## config.mk

```make
export PLATFORM = sky130hd
export DESIGN_NAME = sbc_burst_ctrl
export DESIGN_NICKNAME = d
export VERILOG_FILES = /design/src/logic/sbc_pkg.sv /design/src/logic/sbc_stream_if.sv /design/src/logic/sbc_fifo.sv /design/src/logic/sbc_burst_ctrl.sv
export VERILOG_INCLUDE_DIRS = /design/src /design/src/logic
export SDC_FILE = /design/constraint.sdc
export NUM_CORES = 1
export LEC_CHECK = 0
export BUFFER_PORTS_ARGS = -buffer_cell sky130_fd_sc_hd__buf_4
export CAP_MARGIN = 20
export CORE_ASPECT_RATIO = 2
export CORE_MARGIN = 2
export CORE_UTILIZATION = 54
export DETAILED_ROUTE_END_ITERATION = 8
export GPL_ROUTABILITY_DRIVEN = 0
export PLACE_DENSITY = 0.87
export REMOVE_ABC_BUFFERS = 1
export SLEW_MARGIN = 20
export SYNTH_ARGS = -nofsm -noshare
export SYNTH_HDL_FRONTEND = slang
export SYNTH_SLANG_ARGS = --single-unit
export TNS_END_PERCENT = 30
```

## constraint.sdc

```tcl
create_clock -name ref_clk_in -period 3.5 [get_ports ref_clk_in]
set_input_delay 0.7 -clock ref_clk_in [delete_from_list [all_inputs] [get_ports ref_clk_in]]
set_output_delay 0.7 -clock ref_clk_in [all_outputs]
set_load 0.005 [all_outputs]
```

## src/logic/sbc_regs.svh

```systemverilog
`ifndef SBC_REGS_SVH
`define SBC_REGS_SVH
// bank address codes that pick the mode register on a set command
`define SBC_BA_MR0 3'h0
`define SBC_BA_MR1 3'h1
// field positions inside the burst configuration register
`define SBC_BL_LO 0
`define SBC_BL_HI 1
`define SBC_CL_LOW 2
`define SBC_BT_BIT 3
`define SBC_CL_LO 4
`define SBC_CL_HI 6
`define SBC_TM_BIT 7
`define SBC_DLLRST_BIT 8
`define SBC_WR_LO 9
`define SBC_WR_HI 11
`define SBC_PPD_BIT 12
// command address bits: chop sampled with read and write, auto precharge with write only
`define SBC_AP_BIT 10
`define SBC_CHOP_BIT 12
// register width kept and its reset value
`define SBC_CFG_W 13
`define SBC_CFG_RST 13'h0000
// timing
`define SBC_TCK_NS 100
`define SBC_TRP_NS 15
`define SBC_TRP_CYC ((`SBC_TRP_NS + `SBC_TCK_NS - 1) / `SBC_TCK_NS)
`define SBC_TDLLK_CYC 512
`define SBC_WREF_CYC 8
`define SBC_CHOP_PULL_CYC 2
`endif

```

## src/logic/sbc_pkg.sv

```systemverilog
package sbc_pkg;
  // burst length field encodings
  typedef enum logic [1:0] {
    SBC_BL_EIGHT = 2'b00,
    SBC_BL_OTF = 2'b01,
    SBC_BL_CHOP = 2'b10,
    SBC_BL_RSVD = 2'b11
  } sbc_burst_len_t;
  // read engine states
  typedef enum logic [1:0] {
    SBC_RD_IDLE = 2'b00,
    SBC_RD_WAIT = 2'b01,
    SBC_RD_BURST = 2'b10
  } sbc_rd_state_t;
endpackage

```

## src/logic/sbc_stream_if.sv

```systemverilog
`timescale 1ns/1ps
interface sbc_stream_if #(parameter int W = 16);
  logic valid;
  logic ready;
  logic [W-1:0] data;
  modport src (output valid, output data, input ready);
  modport snk (input valid, input data, output ready);
endinterface

```

## src/logic/sbc_fifo.sv

```systemverilog
`timescale 1ns/1ps
module sbc_fifo #(
  parameter int W = 16,
  parameter int D = 4
) (
  input wire logic clk_in, // clock
  input wire logic nrst_in, // async reset, active low
  sbc_stream_if.snk fill, // filling side
  sbc_stream_if.src drain // draining side
);
  localparam int AW = $clog2(D);
  logic [W-1:0] mem [D];
  logic [AW-1:0] wr_ptr;
  logic [AW-1:0] rd_ptr;
  logic [AW:0] count;
  logic room;
  wire push = fill.valid && room;
  wire pop = drain.ready && (count != '0);
  wire [AW:0] next_count = count + {{AW{1'b0}}, push} - {{AW{1'b0}}, pop};

  // room comes straight from a flop so ready never depends on the drain this cycle
  assign fill.ready = room;
  assign drain.valid = (count != '0);
  assign drain.data = mem[rd_ptr];

  // pointer wrap assumes a power of two depth
  always_ff @(posedge clk_in or negedge nrst_in) begin
    if (!nrst_in) begin
      wr_ptr <= '0;
      rd_ptr <= '0;
      count <= '0;
      room <= 1'b1;
    end else begin
      if (push) wr_ptr <= wr_ptr + 1'b1;
      if (pop) rd_ptr <= rd_ptr + 1'b1;
      count <= next_count;
      room <= (next_count != D[AW:0]);
    end
  end

  // storage needs no reset
  always_ff @(posedge clk_in) begin
    if (push) mem[wr_ptr] <= fill.data;
  end
endmodule

```

## src/logic/sbc_burst_ctrl.sv

```systemverilog
// Behaviour
// A3 picks burst type: 0 sequential nibble order, 1 interleaved order.
// A1:A0 pick burst length: fixed chop, fixed eight, or on the fly.
// on the fly, A12 with each read or write picks chop or eight.
// sequential eight read wraps low two bits in nibble, then other nibble.
// interleaved eight read takes column beat index xor start column.
// chopped read sends first four of eight order, then drivers off.
// chopped write uses only start bit 2, ascending, last four beats ignored.
// eight beat write ignores start bits, writes columns 0 to 7 ascending.
// fixed chop starts internal write two clocks earlier than eight.
// on the fly chop starts internal write at the eight beat point.
// cas delay is whole clocks from internal read to first data.
// read delay is added delay plus cas delay from read command.
// controller keeps A7 at zero; one enters an unguaranteed test mode.
// dll reset bit returns to zero by itself after the reset.
// controller waits tDLLK after dll reset before reads or odt.
// controller should reset the dll after enabling it.
// write recovery plus tRP forms the auto precharge interval.
// controller programs write recovery at least ceil of tWR over tCK.
// A12 zero freezes dll in precharge power down, slow exit.
// A12 one keeps dll running in precharge power down, fast exit.
// second mode register write: command pins low, BA0 high, BA1 BA2 low.
// burst config write: command pins and all bank bits low.
// controller drives BA2 and A13 to A15 zero on mode set.
// mode registers rewritten only when the device is idle.
// chopped read from column 5 follows the same order rule.
`timescale 1ns/1ps
`include "sbc_regs.svh"
module sbc_burst_ctrl #(
  parameter int DW = 16,
  parameter int FIFO_DEPTH = 4,
  parameter int TDLLK_CYC = `SBC_TDLLK_CYC
) (
  input wire logic ref_clk_in, // system clock
  input wire logic nrst_in, // async reset, active low
  input wire logic cs_n_in, // chip select, active low
  input wire logic ras_n_in, // row strobe, active low
  input wire logic cas_n_in, // column strobe, active low
  input wire logic we_n_in, // write enable, active low
  input wire logic [2:0] ba_in, // bank address
  input wire logic [15:0] addr_in, // address pins
  input wire logic cke_in, // clock enable, low is power down
  input wire logic [4:0] added_delay_in, // added delay in clocks
  input wire logic wdata_valid_in, // write beat present
  input wire logic [DW-1:0] dq_in, // write beat data
  output logic wdata_ready_out, // write beat can be taken
  output logic [DW-1:0] dq_out, // read data
  output logic dq_oe_out, // read data driven
  output logic dqs_out, // read strobe level
  output logic dqs_oe_out, // read strobe driven
  output logic [`SBC_CFG_W-1:0] burst_config_out, // register contents
  output logic [4:0] cas_delay_out, // decoded cas delay
  output logic [5:0] read_delay_out, // added plus cas delay
  output logic [4:0] write_recovery_out, // decoded write recovery
  output logic test_mode_out, // test mode bit set
  output logic dll_locked_out, // dll settled after reset
  output logic dll_frozen_out, // dll held in power down
  output logic wr_ref_out, // internal write reference pulse
  output logic precharge_done_out, // auto precharge done pulse
  output logic mr1_write_out // second mode register write pulse
);
  sbc_pkg::sbc_rd_state_t rd_state;
  sbc_pkg::sbc_rd_state_t next_rd_state;
  logic [DW-1:0] mem [8];
  logic [`SBC_CFG_W-1:0] cfg;
  logic dll_rst_pend;
  logic [$clog2(TDLLK_CYC+1)-1:0] dll_cnt;
  logic [5:0] rd_cnt;
  logic [2:0] rd_beat;
  logic [2:0] rd_start;
  logic rd_chop;
  logic rd_il;
  logic [3:0] wr_left;
  logic [2:0] wr_idx;
  logic wr_base;
  logic wr_chop;
  logic [3:0] wref_cnt;
  logic wref_ap;
  logic [5:0] dal_cnt;

  // column of a beat inside the burst
  function automatic logic [2:0] col_of(input logic [2:0] start, input logic [2:0] i,
                                        input logic il);
    logic [1:0] lo;
    lo = start[1:0] + i[1:0];
    if (il) begin
      col_of = start ^ i;
    end else begin
      col_of = {start[2] ^ i[2], lo};
    end
  endfunction

  // cas delay field to clocks, zero when reserved
  function automatic logic [4:0] cl_of(input logic [3:0] f);
    if (f[0]) begin
      cl_of = (f[3:1] <= 3'h2) ? 5'(12 + f[3:1]) : 5'h00;
    end else begin
      cl_of = (f[3:1] == 3'h0) ? 5'h00 : 5'(4 + f[3:1]);
    end
  endfunction

  // write recovery field to clocks, zero when reserved
  function automatic logic [4:0] wr_of(input logic [2:0] f);
    case (f)
      3'h1: wr_of = 5'h05;
      3'h2: wr_of = 5'h06;
      3'h3: wr_of = 5'h07;
      3'h4: wr_of = 5'h08;
      3'h5: wr_of = 5'h0A;
      3'h6: wr_of = 5'h0C;
      3'h7: wr_of = 5'h0E;
      default: wr_of = 5'h00;
    endcase
  endfunction

  // command decode; reserved high bits are simply not stored
  wire cmd_mrs = !cs_n_in && !ras_n_in && !cas_n_in && !we_n_in;
  wire cmd_mr0 = cmd_mrs && (ba_in == `SBC_BA_MR0);
  wire cmd_mr1 = cmd_mrs && (ba_in == `SBC_BA_MR1);
  wire cmd_col = !cs_n_in && ras_n_in && !cas_n_in;
  wire cmd_rd = cmd_col && we_n_in;
  wire cmd_wr = cmd_col && !we_n_in;

  // current settings
  wire [1:0] bl_field = cfg[`SBC_BL_HI:`SBC_BL_LO];
  wire bl_otf = (bl_field == sbc_pkg::SBC_BL_OTF);
  wire bl_fixed_chop = (bl_field == sbc_pkg::SBC_BL_CHOP);
  wire cmd_chop = bl_fixed_chop || (bl_otf && !addr_in[`SBC_CHOP_BIT]);
  wire interleave = cfg[`SBC_BT_BIT];
  wire [4:0] cl_now = cl_of({cfg[`SBC_CL_HI:`SBC_CL_LO], cfg[`SBC_CL_LOW]});
  wire [5:0] rl_now = {1'b0, added_delay_in} + {1'b0, cl_now};
  wire [4:0] wr_now = wr_of(cfg[`SBC_WR_HI:`SBC_WR_LO]);
  wire power_down = !cke_in;

  // write beat path through the fifo
  sbc_stream_if #(.W(DW)) fill_if ();
  sbc_stream_if #(.W(DW)) drain_if ();
  assign fill_if.valid = wdata_valid_in;
  assign fill_if.data = dq_in;
  assign wdata_ready_out = fill_if.ready;
  // drain stalls while the read engine is not idle, waiting or bursting
  assign drain_if.ready = (wr_left != 4'h0) && (rd_state == sbc_pkg::SBC_RD_IDLE);
  wire beat_pop = drain_if.ready && drain_if.valid;
  wire beat_keep = !wr_chop || !wr_idx[2];
  wire [2:0] beat_col = {wr_base | wr_idx[2], wr_idx[1:0]};

  sbc_fifo #(.W(DW), .D(FIFO_DEPTH)) u_wfifo (
    .clk_in(ref_clk_in),
    .nrst_in(nrst_in),
    .fill(fill_if),
    .drain(drain_if)
  );

  // read engine next state and next beat
  wire rd_wait_done = (rd_state == sbc_pkg::SBC_RD_WAIT) && (rd_cnt == 6'h00);
  wire [2:0] out_idx = rd_wait_done ? 3'h0 : rd_beat + 3'h1;
  wire out_drive = !rd_chop || !out_idx[2];
  wire [2:0] out_col = col_of(rd_start, out_idx, rd_il);
  always_comb begin
    next_rd_state = rd_state;
    case (rd_state)
      sbc_pkg::SBC_RD_IDLE: if (cmd_rd) next_rd_state = sbc_pkg::SBC_RD_WAIT;
      sbc_pkg::SBC_RD_WAIT: if (rd_cnt == 6'h00) next_rd_state = sbc_pkg::SBC_RD_BURST;
      sbc_pkg::SBC_RD_BURST: if (rd_beat == 3'h7) next_rd_state = sbc_pkg::SBC_RD_IDLE;
      default: next_rd_state = sbc_pkg::SBC_RD_IDLE;
    endcase
  end

  // read state and counters; a read during a read is not accepted
  always_ff @(posedge ref_clk_in or negedge nrst_in) begin
    if (!nrst_in) begin
      rd_state <= sbc_pkg::SBC_RD_IDLE;
      rd_cnt <= 6'h00;
      rd_beat <= 3'h0;
      rd_start <= 3'h0;
      rd_chop <= 1'b0;
      rd_il <= 1'b0;
    end else begin
      rd_state <= next_rd_state;
      if (rd_state == sbc_pkg::SBC_RD_IDLE && cmd_rd) begin
        rd_cnt <= (rl_now != 6'h00) ? rl_now - 6'h01 : 6'h00;
        rd_start <= addr_in[2:0];
        rd_chop <= cmd_chop;
        rd_il <= interleave;
      end else if (rd_state == sbc_pkg::SBC_RD_WAIT) begin
        rd_cnt <= rd_cnt - 6'h01;
        rd_beat <= 3'h0;
      end else if (rd_state == sbc_pkg::SBC_RD_BURST) begin
        rd_beat <= rd_beat + 3'h1;
      end
    end
  end

  // read pins, all registered
  always_ff @(posedge ref_clk_in or negedge nrst_in) begin
    if (!nrst_in) begin
      dq_out <= '0;
      dq_oe_out <= 1'b0;
      dqs_out <= 1'b0;
      dqs_oe_out <= 1'b0;
    end else if (rd_wait_done || (rd_state == sbc_pkg::SBC_RD_BURST && rd_beat != 3'h7)) begin
      dq_out <= mem[out_col];
      dq_oe_out <= out_drive;
      dqs_out <= out_idx[0];
      dqs_oe_out <= out_drive;
    end else begin
      dq_oe_out <= 1'b0;
      dqs_oe_out <= 1'b0;
      dqs_out <= 1'b0;
    end
  end

  // configuration register and dll reset; a new write beats the self clear
  always_ff @(posedge ref_clk_in or negedge nrst_in) begin
    if (!nrst_in) begin
      cfg <= `SBC_CFG_RST;
      dll_rst_pend <= 1'b0;
    end else if (cmd_mr0) begin
      cfg <= addr_in[`SBC_CFG_W-1:0];
      dll_rst_pend <= addr_in[`SBC_DLLRST_BIT];
    end else if (dll_rst_pend) begin
      cfg[`SBC_DLLRST_BIT] <= 1'b0;
      dll_rst_pend <= 1'b0;
    end
  end

  // dll settling count; frozen in slow exit power down
  always_ff @(posedge ref_clk_in or negedge nrst_in) begin
    if (!nrst_in) begin
      dll_cnt <= '0;
      dll_locked_out <= 1'b1;
      dll_frozen_out <= 1'b0;
    end else begin
      dll_frozen_out <= power_down && !cfg[`SBC_PPD_BIT];
      if (dll_rst_pend) begin
        dll_cnt <= ($bits(dll_cnt))'(TDLLK_CYC);
        dll_locked_out <= 1'b0;
      end else if (dll_cnt != '0 && !dll_frozen_out) begin
        dll_cnt <= dll_cnt - 1'b1;
        dll_locked_out <= (dll_cnt == 1);
      end
    end
  end

  // write burst bookkeeping: beats left, beat index, start column and chop
  always_ff @(posedge ref_clk_in or negedge nrst_in) begin
    if (!nrst_in) begin
      wr_left <= 4'h0;
      wr_idx <= 3'h0;
      wr_base <= 1'b0;
      wr_chop <= 1'b0;
    end else if (cmd_wr && (wr_left == 4'h0 || (beat_pop && wr_left == 4'h1))) begin
      wr_left <= 4'h8;
      wr_idx <= 3'h0;
      wr_base <= cmd_chop && addr_in[2];
      wr_chop <= cmd_chop;
    end else if (beat_pop) begin
      wr_left <= wr_left - 4'h1;
      wr_idx <= wr_idx + 3'h1;
    end
  end

  // column array, written only for beats that land
  always_ff @(posedge ref_clk_in) begin
    if (beat_pop && beat_keep) mem[beat_col] <= drain_if.data;
  end

  // internal write point and auto precharge interval
  always_ff @(posedge ref_clk_in or negedge nrst_in) begin
    if (!nrst_in) begin
      wref_cnt <= 4'h0;
      wref_ap <= 1'b0;
      dal_cnt <= 6'h00;
      wr_ref_out <= 1'b0;
      precharge_done_out <= 1'b0;
    end else begin
      wr_ref_out <= (wref_cnt == 4'h1);
      precharge_done_out <= (dal_cnt == 6'h01);
      if (cmd_wr) begin
        // fixed chop pulls the point in; on the fly chop does not
        wref_cnt <= bl_fixed_chop ? 4'(`SBC_WREF_CYC - `SBC_CHOP_PULL_CYC)
                                  : 4'(`SBC_WREF_CYC);
        wref_ap <= addr_in[`SBC_AP_BIT];
      end else if (wref_cnt != 4'h0) begin
        wref_cnt <= wref_cnt - 4'h1;
      end
      if (wref_cnt == 4'h1 && wref_ap) begin
        dal_cnt <= {1'b0, wr_now} + 6'(`SBC_TRP_CYC);
      end else if (dal_cnt != 6'h00) begin
        dal_cnt <= dal_cnt - 6'h01;
      end
    end
  end

  // status outputs
  always_ff @(posedge ref_clk_in or negedge nrst_in) begin
    if (!nrst_in) begin
      burst_config_out <= `SBC_CFG_RST;
      cas_delay_out <= 5'h00;
      read_delay_out <= 6'h00;
      write_recovery_out <= 5'h00;
      test_mode_out <= 1'b0;
      mr1_write_out <= 1'b0;
    end else begin
      burst_config_out <= cfg;
      cas_delay_out <= cl_now;
      read_delay_out <= rl_now;
      write_recovery_out <= wr_now;
      test_mode_out <= cfg[`SBC_TM_BIT];
      mr1_write_out <= cmd_mr1;
    end
  end
endmodule

```

==> qor.csv, run 1 <==
metric,value,unit
Worst-Margin Slew,0.927,ns
Crit. End Element,flip-flop,
Synth Flop Type,edfxtp_1,
die extent in x,115,um
combinational power share,0.361,
Layout area overhead,15.3,%
Nets,1137,
"top cells by area, synth","edfxtp_1 43%, dfrtp_1 22%, mux4_2 5.4%",
Yosys reg bits,311,
Static Leakage,6.25,nW
Multi-input gate area,4230,sq um
post-layout min period,3.06,ns
Die Ht,227,um
clk_lat worst skew,0.54,ns
IO Pins,103,
CTS buffer count,25,
vias per cell,5.83,
Post-DP HPWL,19.4,mm
Post-Place Worst Slack,0.452,ns
worst setup margin,0.443,ns
sequential cell area,8750,sq um
Synth cell types,62,
worst setup path category,reg -> reg,
synthesized area per cell,14.3,sq um
Root Driver,clkbuf_16,
largest net degree at the start of global routing,56,
site row count,81,
worst path required time,3.88,ns
# Max-Cap Violations,0,
WL final,28.6,mm
global-route wire length before repair,45.5,mm
worst hold path class,in -> async,
peak supply drop,0.359,mV
"count leader, synth",edfxtp_1,
Worst setup SP type,flip-flop,
Fin Hold WS,0.236,ns
clock-pin slew on the worst setup and hold paths,0.07,ns
Clock Path Buffers,3,
post_cts resized,0,
# DRC,0,
total gr overflow,0,
Synth async-reset ratio,0.383,
Post-CTS Setup Bufs,0,
H-tree levels,1,
crit path DAT,3.44,ns
clk_skew,0.0151,ns
Starting Density,0.547,
routed length per placed instance,20.3,um
TritonCTS clock tree,done,
Post-CTS Hold Buffers,0,
port bufs,98,
power per cell area,854,nW/um^2
Reg power frac,0.434,
crit path max fanout,26,
Cell Int Power,8.72,mW
register area share after synthesis,0.654,
initial antenna violation count,0,
Pre-antenna DRT Iters,6,
synthesized area,13400,sq um
drt initial violations,634,
Max Clk Rate,327,MHz
Total Routing Usage GR,0.225,
vias in the first global route,8715,
layout cells sized above 1,0.222,
ANT nets after route,0,
clock sink total,311,
run status,"complete, no violations",
Slew HR,0.382,
Vias,8193,
Sw Share,0.337,
"area leader, netlist",edfxtp_1,
Max Slew Vio Count,0,
Final Setup Violations,0,
yosys warns,0,
diode count,0,
share of the synthesized area in the top cell type,0.431,
RSZ-0062 raised after global routing,no,
Post-synth EDFFs,192,
clock share of power,0.204,
Die ar.,26100,sq um
fin crit share,0.873,
NetSw,4.44,mW
number of fill cells,1682,
Core ar.,24400,sq um
synth cell count leaders,"192 x edfxtp_1, 117 x dfrtp_1, 77 x nor2_1",
Synth Instances,936,
Final Hold Fails,0,
final timing paths:
kind	from	to	slack [ns]	cells past startpoint
setup / recovery	rd_cnt[2]$_DFFE_PN0P_	dq_out[5]$_DFFE_PN0P_	0.44	9
min in group ref_clk_in	cke_in	dll_frozen_out$_DFF_PN0_	0.31	2
setup reg to reg	rd_cnt[2]$_DFFE_PN0P_	dq_out[5]$_DFFE_PN0P_	0.44	9
hold / removal	nrst_in	dll_cnt[7]$_DFFE_PN0P_	0.24	1
hold reg to reg	cfg[7]$_DFFE_PN0P_	burst_config_out[7]$_DFF_PN0_	0.38	0
max in group asynchronous	nrst_in	burst_config_out[10]$_DFF_PN0_	2.47	2
per-stage QoR:
stage | util | instances | power (mW) | area, sq um | setup TNS, ns
after floorplan | - | 899 | 8.87 | 13200 | -0.494
after global placement | 0.600 | 1360 | 10.2 | 14600 | 0
after detailed placement | 0.600 | 1360 | 10.5 | 14600 | 0
after CTS | 0.631 | 1406 | 13.2 | 15400 | 0
after global routing | 0.631 | 1406 | 13.9 | 15400 | 0
final | 0.631 | 1406 | 13.2 | 15400 | 0
power by group through the flow:
stage	Combinational [mW]	Clock [mW]	Sequential, mW
2_1_floorplan	3.13	0	5.74
3_3_place_gp	4.49	0	5.72
3_5_place_dp	4.75	0	5.78
4_1_cts	4.79	2.73	5.71
5_1_grt	5.22	2.87	5.81
6_report	4.76	2.69	5.71
routing by layer:
metal	global-route usage	share of wire	wire length, um
met1	0.255	0.35	9880
met2	0.416	0.55	15800
met3	0.0265	0.053	1510
met4	0.105	0.048	1380
met5	0	0	0
cell usage in the layout, fill, tap and decap left out, types with 6 or more instances in the layout:
master / n
edfxtp_1: 192
buf_4: 127
dfrtp_1: 116
nor2_1: 77
inv_1: 68
nand2_1: 60
mux2i_1: 41
mux4_2: 32
ha_1: 31
o221ai_1: 26
mux2_2: 25
clkbuf_16: 25
o21ai_0: 23
a21oi_1: 20
xnor2_1: 20
a221o_1: 16
xor2_1: 14
nor3_1: 14
and3_1: 12
nand3_1: 9
nand3b_1: 7
clkbuf_1: 7
a221oi_1: 6
a21o_1: 6
nand2b_1: 6
state kept, by name, indices dropped and copies added, names as in the netlist, 2 cells and up:
signal / cells
dal_cnt: 6
u_wfifo.wr_ptr: 2
dq_out: 16
cfg: 13
u_wfifo.mem: 64
u_wfifo.rd_ptr: 2
read_delay_out: 6
dll_cnt: 10
wr_left: 4
rd_state: 2
rd_cnt: 6
mem: 128
write_recovery_out: 4
wr_idx: 3
rd_start: 3
rd_beat: 3
cas_delay_out: 5
burst_config_out: 13
u_wfifo.count: 3
wref_cnt: 4
worst max-delay path, stage by stage (launching register included):
cell      delay, ns
dfrtp_1        0.45
or4_4          0.59
nor2_1         0.15
nor2_1         0.06
ha_2           0.68
buf_4          0.28
o221ai_1       0.14
a221o_1        0.29
o21ai_0        0.10
o221ai_1       0.16
area by class of cell:
cell class	count	share of cell area
Clock buffer	34	0.0441
Inverter	68	0.0166
Clock inverter	12	0.00576
Multi-Input combinational cell	520	0.275
Tap cell	332	0.0270
Timing Repair Buffer	129	0.0645
Sequential cell	311	0.568
kinds of logic (layout without fill, tap and decap cells):
group	count (synthesis)	count (layout)	share of synthesized area
multiplexers	98	98	0.106
flip-flops	311	311	0.654
other	1	3	0.000280
XOR/XNOR	36	36	0.0256
AO/OA/AOI/OAI	125	125	0.0693
buffers and inverters	107	243	0.0321
AND/OR/NAND/NOR	224	224	0.0800
adder cells (fa/ha/maj)	34	34	0.0329
No activity file was read; power rests on OpenSTA's default activity.
==> inputs of run 2 (changes only) <==
--- a/config.mk
+++ b/config.mk
@@ -11,10 +11,12 @@
 export CORE_ASPECT_RATIO = 2
 export CORE_MARGIN = 2
 export CORE_UTILIZATION = 54
+export CTS_BUF_LIST = sky130_fd_sc_hd__clkbuf_8 sky130_fd_sc_hd__clkbuf_16
 export DETAILED_ROUTE_END_ITERATION = 8
 export GPL_ROUTABILITY_DRIVEN = 0
 export PLACE_DENSITY = 0.87
 export REMOVE_ABC_BUFFERS = 1
+export SETUP_SLACK_MARGIN = 0.5
 export SLEW_MARGIN = 20
 export SYNTH_ARGS = -nofsm -noshare
 export SYNTH_HDL_FRONTEND = slang
==> qor.csv, run 2 (synthesis results as in run 1) <==
metric,value,unit,change
Nets,1143,,+0.53%
Fin Hold WS,0.231,ns,-0.00453 ns
Die Ht,227,um,unchanged
final total power,13.3,mW,+1.2%
initial antenna violation count,0,,unchanged
Vias,8204,,+0.13%
Max Clk Rate,340,MHz,+4.0%
"leading cell type in the layout, fill and taps excluded",edfxtp_1,,
"Cell Count, Final, Fillers Out",1412,,+0.43%
Root Driver,clkbuf_16,,
post-layout min period,2.94,ns,-0.117 ns
register with the most flip-flops,mem,,
Total Neg Setup Slack,0,ns,unchanged
WL final,28.7,mm,+0.44%
largest net degree at the start of global routing,56,,unchanged
flop2flop setup slack,0.56,ns,+0.12 ns
diode count,0,,unchanged
Final Hold Fails,0,,unchanged
# DRC,0,,unchanged
routed length per placed instance,20.3,um,about the same
clk_lat worst skew,0.54,ns,about the same
peak supply drop,0.358,mV,-0.34%
RR Endpoint,rd_cnt[5]$_DFFE_PN0P_,,
global-route wire length before repair,45.5,mm,about the same
Crit. End Element,flip-flop,,
R2R cell count,10,,+1
total gr overflow,0,,unchanged
RSZ-0062 raised after global routing,yes,,
Starting Density,0.547,,unchanged
"commonest non-fill, non-tap cells in the layout","192 x edfxtp_1, 131 x buf_4, 116 x dfrtp_1, 77 x nor2_1, 75 x inv_1",,
layout cells sized above 1,0.227,,+0.00525
worst hold path class,in -> async,,
site row count,81,,unchanged
crit path max fanout,7,,-73%
power per cell area,859,nW/um^2,+0.67%
reg-to-reg critical path startpoint,cfg[6]$_DFFE_PN0P_,,
Layout area overhead,15.9,%,
Static Leakage,6.32,nW,+1.1%
Worst-Margin Slew,0.870,ns,-0.0569 ns
crit path DAT,3.39,ns,-0.05 ns
worst setup path end,rd_cnt[5]$_DFFE_PN0P_,,
# Max-Cap Violations,0,,unchanged
Largest register FFs,128,,unchanged
Pre-antenna DRT Iters,4,,-2
Core ar.,24400,sq um,unchanged
ANT nets after route,0,,unchanged
Worst setup SP type,flip-flop,,
# placed instances,1360,,unchanged
clk_skew,0.0143,ns,-0.000745 ns
port bufs,98,,unchanged
CTS buffer count,25,,unchanged
vias per cell,5.81,,-0.29%
Slew HR,0.414,,+0.0326
Clock Path Buffers,3,,unchanged
TritonCTS clock tree,done,,
Multi-input gate area,4240,sq um,+0.27%
Max Slew Vio Count,0,,unchanged
Total Routing Usage GR,0.225,,about the same
fin crit share,0.840,,-0.0335
CP Launch Point,cfg[6]$_DFFE_PN0P_,,
"Core Util, Final",0.634,,+0.00333
drt initial violations,626,,-1.3%
H-tree levels,1,,unchanged
die extent in x,115,um,unchanged
registers with the most flip-flops,"mem x128, u_wfifo.mem x64, dq_out x16",,
worst setup path category,reg -> reg,,
run status,"complete, no violations",,
Post-DP HPWL,19.4,mm,unchanged
Die ar.,26100,sq um,unchanged
vias in the first global route,8717,,+0.023%
worst path required time,3.95,ns,+0.07 ns
number of fill cells,1675,,-0.42%
IO Pins,103,,unchanged
sequential cell area,8750,sq um,unchanged
Final Setup Violations,0,,unchanged
clock sink total,311,,unchanged
clock-pin slew on the worst setup and hold paths,0.07,ns,about the same
[run 2: critical path, stage by stage (launching register included)]
cell and delay (ns):
dfrtp_1 0.44, o21ai_0 0.10, and2_1 0.18, ha_1 0.22
fa_1 0.44, xnor2_1 0.42, inv_1 0.11, nor3_1 0.31
nand3_1 0.13, or4_1 0.41, o211ai_1 0.09
[run 2: stage by stage]
| step | cell area (sq um) | worst slack (ns) |
|---|---|---|
| after global placement | 14600 | 0.547 |
| final | 15500 | 0.561 |
| after floorplan | 13200 | -0.0823 |
| after detailed placement | 14600 | 0.452 |
| after CTS | 15400 | 0.498 |
| after global routing | 15500 | 0.473 |
[run 2: cell type report]
| class | instances | share of cell area |
|---|---|---|
| clock buffers | 27 | 0.0422 |
| clock inverters | 19 | 0.00743 |
| inverters | 68 | 0.0165 |
| multi-input cells | 520 | 0.274 |
| flip-flops and latches | 311 | 0.565 |
| well taps | 332 | 0.0268 |
| repair buffers | 135 | 0.0686 |
[run 2: report_power, final]
group / internal, mW / switching, mW / leakage (nW)
clock: 1.42 / 1.25 / 0.401
combinational: 2.26 / 2.67 / 2.69
sequential: 5.15 / 0.570 / 3.23
total: 8.83 / 4.49 / 6.32
[run 2: timing repair]
action | 4_1_cts | 5_1_grt
buffers inserted | 0 | 6
setup endpoints to repair | 9 | 17
gates resized for setup | 1 | 1
pin swaps | 0 | 1
hold buffers | 0 | 0
[run 2: routing by layer]
layer / global-route usage / wire length (um) / vias up
met5: 0 / 0 / -
met4: 0.105 / 1330 / 0
met3: 0.0265 / 1540 / 86
met2: 0.416 / 16000 / 292
met1: 0.255 / 9840 / 4119
li1: - / - / 3707
[run 2: worst min path at each step]
stage	slack, ns	depth (start not counted)	start	to
final	0.23	1	nrst_in	dll_cnt[9]$_DFFE_PN0P_
after global routing	0.30	2	cke_in	dll_frozen_out$_DFF_PN0_
after CTS	0.27	1	nrst_in	dll_cnt[9]$_DFFE_PN0P_
after detailed placement	0.36	0	cfg[7]$_DFFE_PN0P_	burst_config_out[7]$_DFF_PN0_
after global placement	0.36	0	cfg[7]$_DFFE_PN0P_	burst_config_out[7]$_DFF_PN0_
after floorplan	0.35	0	cfg[8]$_DFFE_PN0P_	burst_config_out[8]$_DFF_PN0_
==> inputs of run 3 (changes only) <==
--- a/config.mk
+++ b/config.mk
@@ -10,11 +10,11 @@
 export CAP_MARGIN = 20
 export CORE_ASPECT_RATIO = 2
 export CORE_MARGIN = 2
-export CORE_UTILIZATION = 54
+export CORE_UTILIZATION = 60
 export CTS_BUF_LIST = sky130_fd_sc_hd__clkbuf_8 sky130_fd_sc_hd__clkbuf_16
 export DETAILED_ROUTE_END_ITERATION = 8
 export GPL_ROUTABILITY_DRIVEN = 0
-export PLACE_DENSITY = 0.87
+export PLACE_DENSITY = 0.91
 export REMOVE_ABC_BUFFERS = 1
 export SETUP_SLACK_MARGIN = 0.5
 export SLEW_MARGIN = 20
==> constraint.sdc (replaced) <==
create_clock -name ref_clk_in -period 3.05 [get_ports ref_clk_in]
set_input_delay 0.61 -clock ref_clk_in [delete_from_list [all_inputs] [get_ports ref_clk_in]]
set_output_delay 0.61 -clock ref_clk_in [all_outputs]
set_load 0.005 [all_outputs]
==> qor.csv, run 3 (synthesis results as in run 1) <==
metric,value,unit,change
clock-pin slew on the worst setup and hold paths,0.07,ns,about the same
power per cell area,1070,nW/um^2,+25%
worst path required time,3.53,ns,-0.42 ns
port bufs,98,,unchanged
layout cells sized above 1,0.311,,+0.0844
CTS buffer count,25,,unchanged
IO Pins,103,,unchanged
Total Routing Usage GR,0.289,,+0.0640
Nets,1179,,+3.1%
# DRC,0,,unchanged
clk_skew,0.0103,ns,-0.00402 ns
Vias,9242,,+13%
Post-CTS Hold Buffers,0,,unchanged
worst setup path category,reg -> reg,,
Final Setup Violations,0,,unchanged
ANT nets after route,0,,unchanged
sequential cell area,8750,sq um,about the same
RSZ-0062 raised after global routing,yes,,
fin crit share,0.894,,+0.0540
post-layout min period,2.73,ns,-0.213 ns
Largest register FFs,128,,unchanged
Slew HR,0.415,,+0.000566
Max Slew Vio Count,0,,unchanged
Root Driver,clkbuf_16,,
Static Leakage,6.63,nW,+4.9%
routed length per placed instance,26.6,um,+31%
Post-DP HPWL,19.4,mm,about the same
Multi-input gate area,4580,sq um,+8.0%
Core ar.,22000,sq um,-10%
Die ar.,23600,sq um,-9.7%
clk_lat worst skew,0.55,ns,about the same
Die Ht,215,um,-5.0%
Clock Path Buffers,3,,unchanged
number of fill cells,1168,,-30%
"Cell Count, Final, Fillers Out",1392,,-1.4%
Worst-Margin Slew,0.878,ns,+0.00718 ns
clock sink total,311,,unchanged
WL final,37.0,mm,+29%
register with the most flip-flops,mem,,
Worst setup SP type,flip-flop,,
total gr overflow,0,,unchanged
peak supply drop,0.679,mV,+90%
Crit. End Element,flip-flop,,
die extent in x,110,um,-5.0%
initial antenna violation count,1,,+1
crit path DAT,3.21,ns,-0.18 ns
registers with the most flip-flops,"mem x128, u_wfifo.mem x64, dq_out x16",,
Layout area overhead,21.7,%,
# Max-Cap Violations,0,,unchanged
site row count,77,,-4.9%
worst hold path class,in -> async,,
global-route wire length before repair,51.0,mm,+12%
drt initial violations,914,,+46%
Pre-antenna DRT Iters,5,,+1
largest net degree at the start of global routing,70,,+25%
Starting Density,0.609,,+0.0613
"leading cell type in the layout, fill and taps excluded",edfxtp_1,,
crit path max fanout,16,,+9
vias per cell,6.64,,+14%
final total power,17.5,mW,+31%
Max Clk Rate,367,MHz,+7.8%
R2R cell count,8,,-2
Final Hold Fails,0,,unchanged
H-tree levels,1,,unchanged
Fin Hold WS,0.0589,ns,-0.172 ns
"commonest non-fill, non-tap cells in the layout","192 x edfxtp_1, 155 x buf_4, 111 x dfrtp_1, 70 x inv_1, 68 x nor2_1",,
run status,"complete, no violations",,
TritonCTS clock tree,done,,
# placed instances,1313,,-3.5%
vias in the first global route,9264,,+6.3%
-- run 3: changes by cell type in the layout (fill, tap and decap cells not counted), moves of 5 or more --
cell	previous run	this run
o221ai_1	26	17
buf_4	131	155
inv_1	75	70
nor2_2	0	6
ha_1	31	26
o21ai_0	23	15
o221ai_2	0	9
dfrtp_2	1	6
dfrtp_1	116	111
buf_6	0	6
nor2_1	77	68
ha_4	1	6
-- run 3: area by class of cell --
type | count | share of cell area
timing repair buffer | 171 | 0.0886
inverter | 68 | 0.0157
clock buffer | 28 | 0.0410
multi-input combinational | 520 | 0.282
sequential | 311 | 0.538
tap | 276 | 0.0212
clock inverter | 17 | 0.0132
antenna | 1 | 0.000154
-- run 3: report_power, final --
| group | switching, mW | internal (mW) |
|---|---|---|
| clock | 1.52 | 2.00 |
| combinational | 3.96 | 3.31 |
| sequential | 0.755 | 5.92 |
-- run 3: final timing paths --
| path | slack, ns | startpoint | endpoint |
|---|---|---|---|
| worst max-delay path | 0.32 | rd_cnt[4]$_DFFE_PN0P_ | dq_out[13]$_DFFE_PN0P_ |
| worst min-delay path | 0.06 | nrst_in | dll_cnt[3]$_DFFE_PN0P_ |
| worst max register to register | 0.32 | rd_cnt[4]$_DFFE_PN0P_ | dq_out[13]$_DFFE_PN0P_ |
| worst min register to register | 0.37 | cfg[7]$_DFFE_PN0P_ | burst_config_out[7]$_DFF_PN0_ |
| max in group asynchronous | 2.40 | nrst_in | cfg[6]$_DFFE_PN0P_ |
| min in group ref_clk_in | 0.20 | cke_in | dll_frozen_out$_DFF_PN0_ |
-- run 3: routing by layer --
layer,GRT usage,vias to the layer above,share of wire
met5,0,-,0
met4,0.169,0,0.074
met3,0.0361,237,0.085
met2,0.493,724,0.52
met1,0.345,4504,0.32
li1,-,3777,-
-- run 3: worst max-delay path: stages, from the launching register on --
cell     delay [ns]
dfrtp_2        0.47
or4_4          0.55
o21ai_4        0.23
buf_4          0.15
buf_4          0.10
xor2_2         0.12
buf_4          0.32
mux2i_1        0.48
a221o_1        0.24
-- run 3: stage by stage --
| step | setup TNS, ns | instance area, sq um | setup WS (ns) | util |
|---|---|---|---|---|
| after floorplan | -14.81 | 13200 | -0.532 | - |
| after global placement | 0 | 14700 | 0.201 | 0.668 |
| after detailed placement | 0 | 14700 | 0.160 | 0.668 |
| after CTS | 0 | 15900 | 0.475 | 0.724 |
| after global routing | 0 | 16300 | 0.289 | 0.740 |
| final | 0 | 16300 | 0.324 | 0.740 |
-- run 3: timing repair --
action / CTS / global route
pin swaps: 13 / 18
setup endpoints to repair: 23 / 49
gates cloned: 2 / 0
setup buffers: 21 / 10
gates resized for setup: 32 / 65
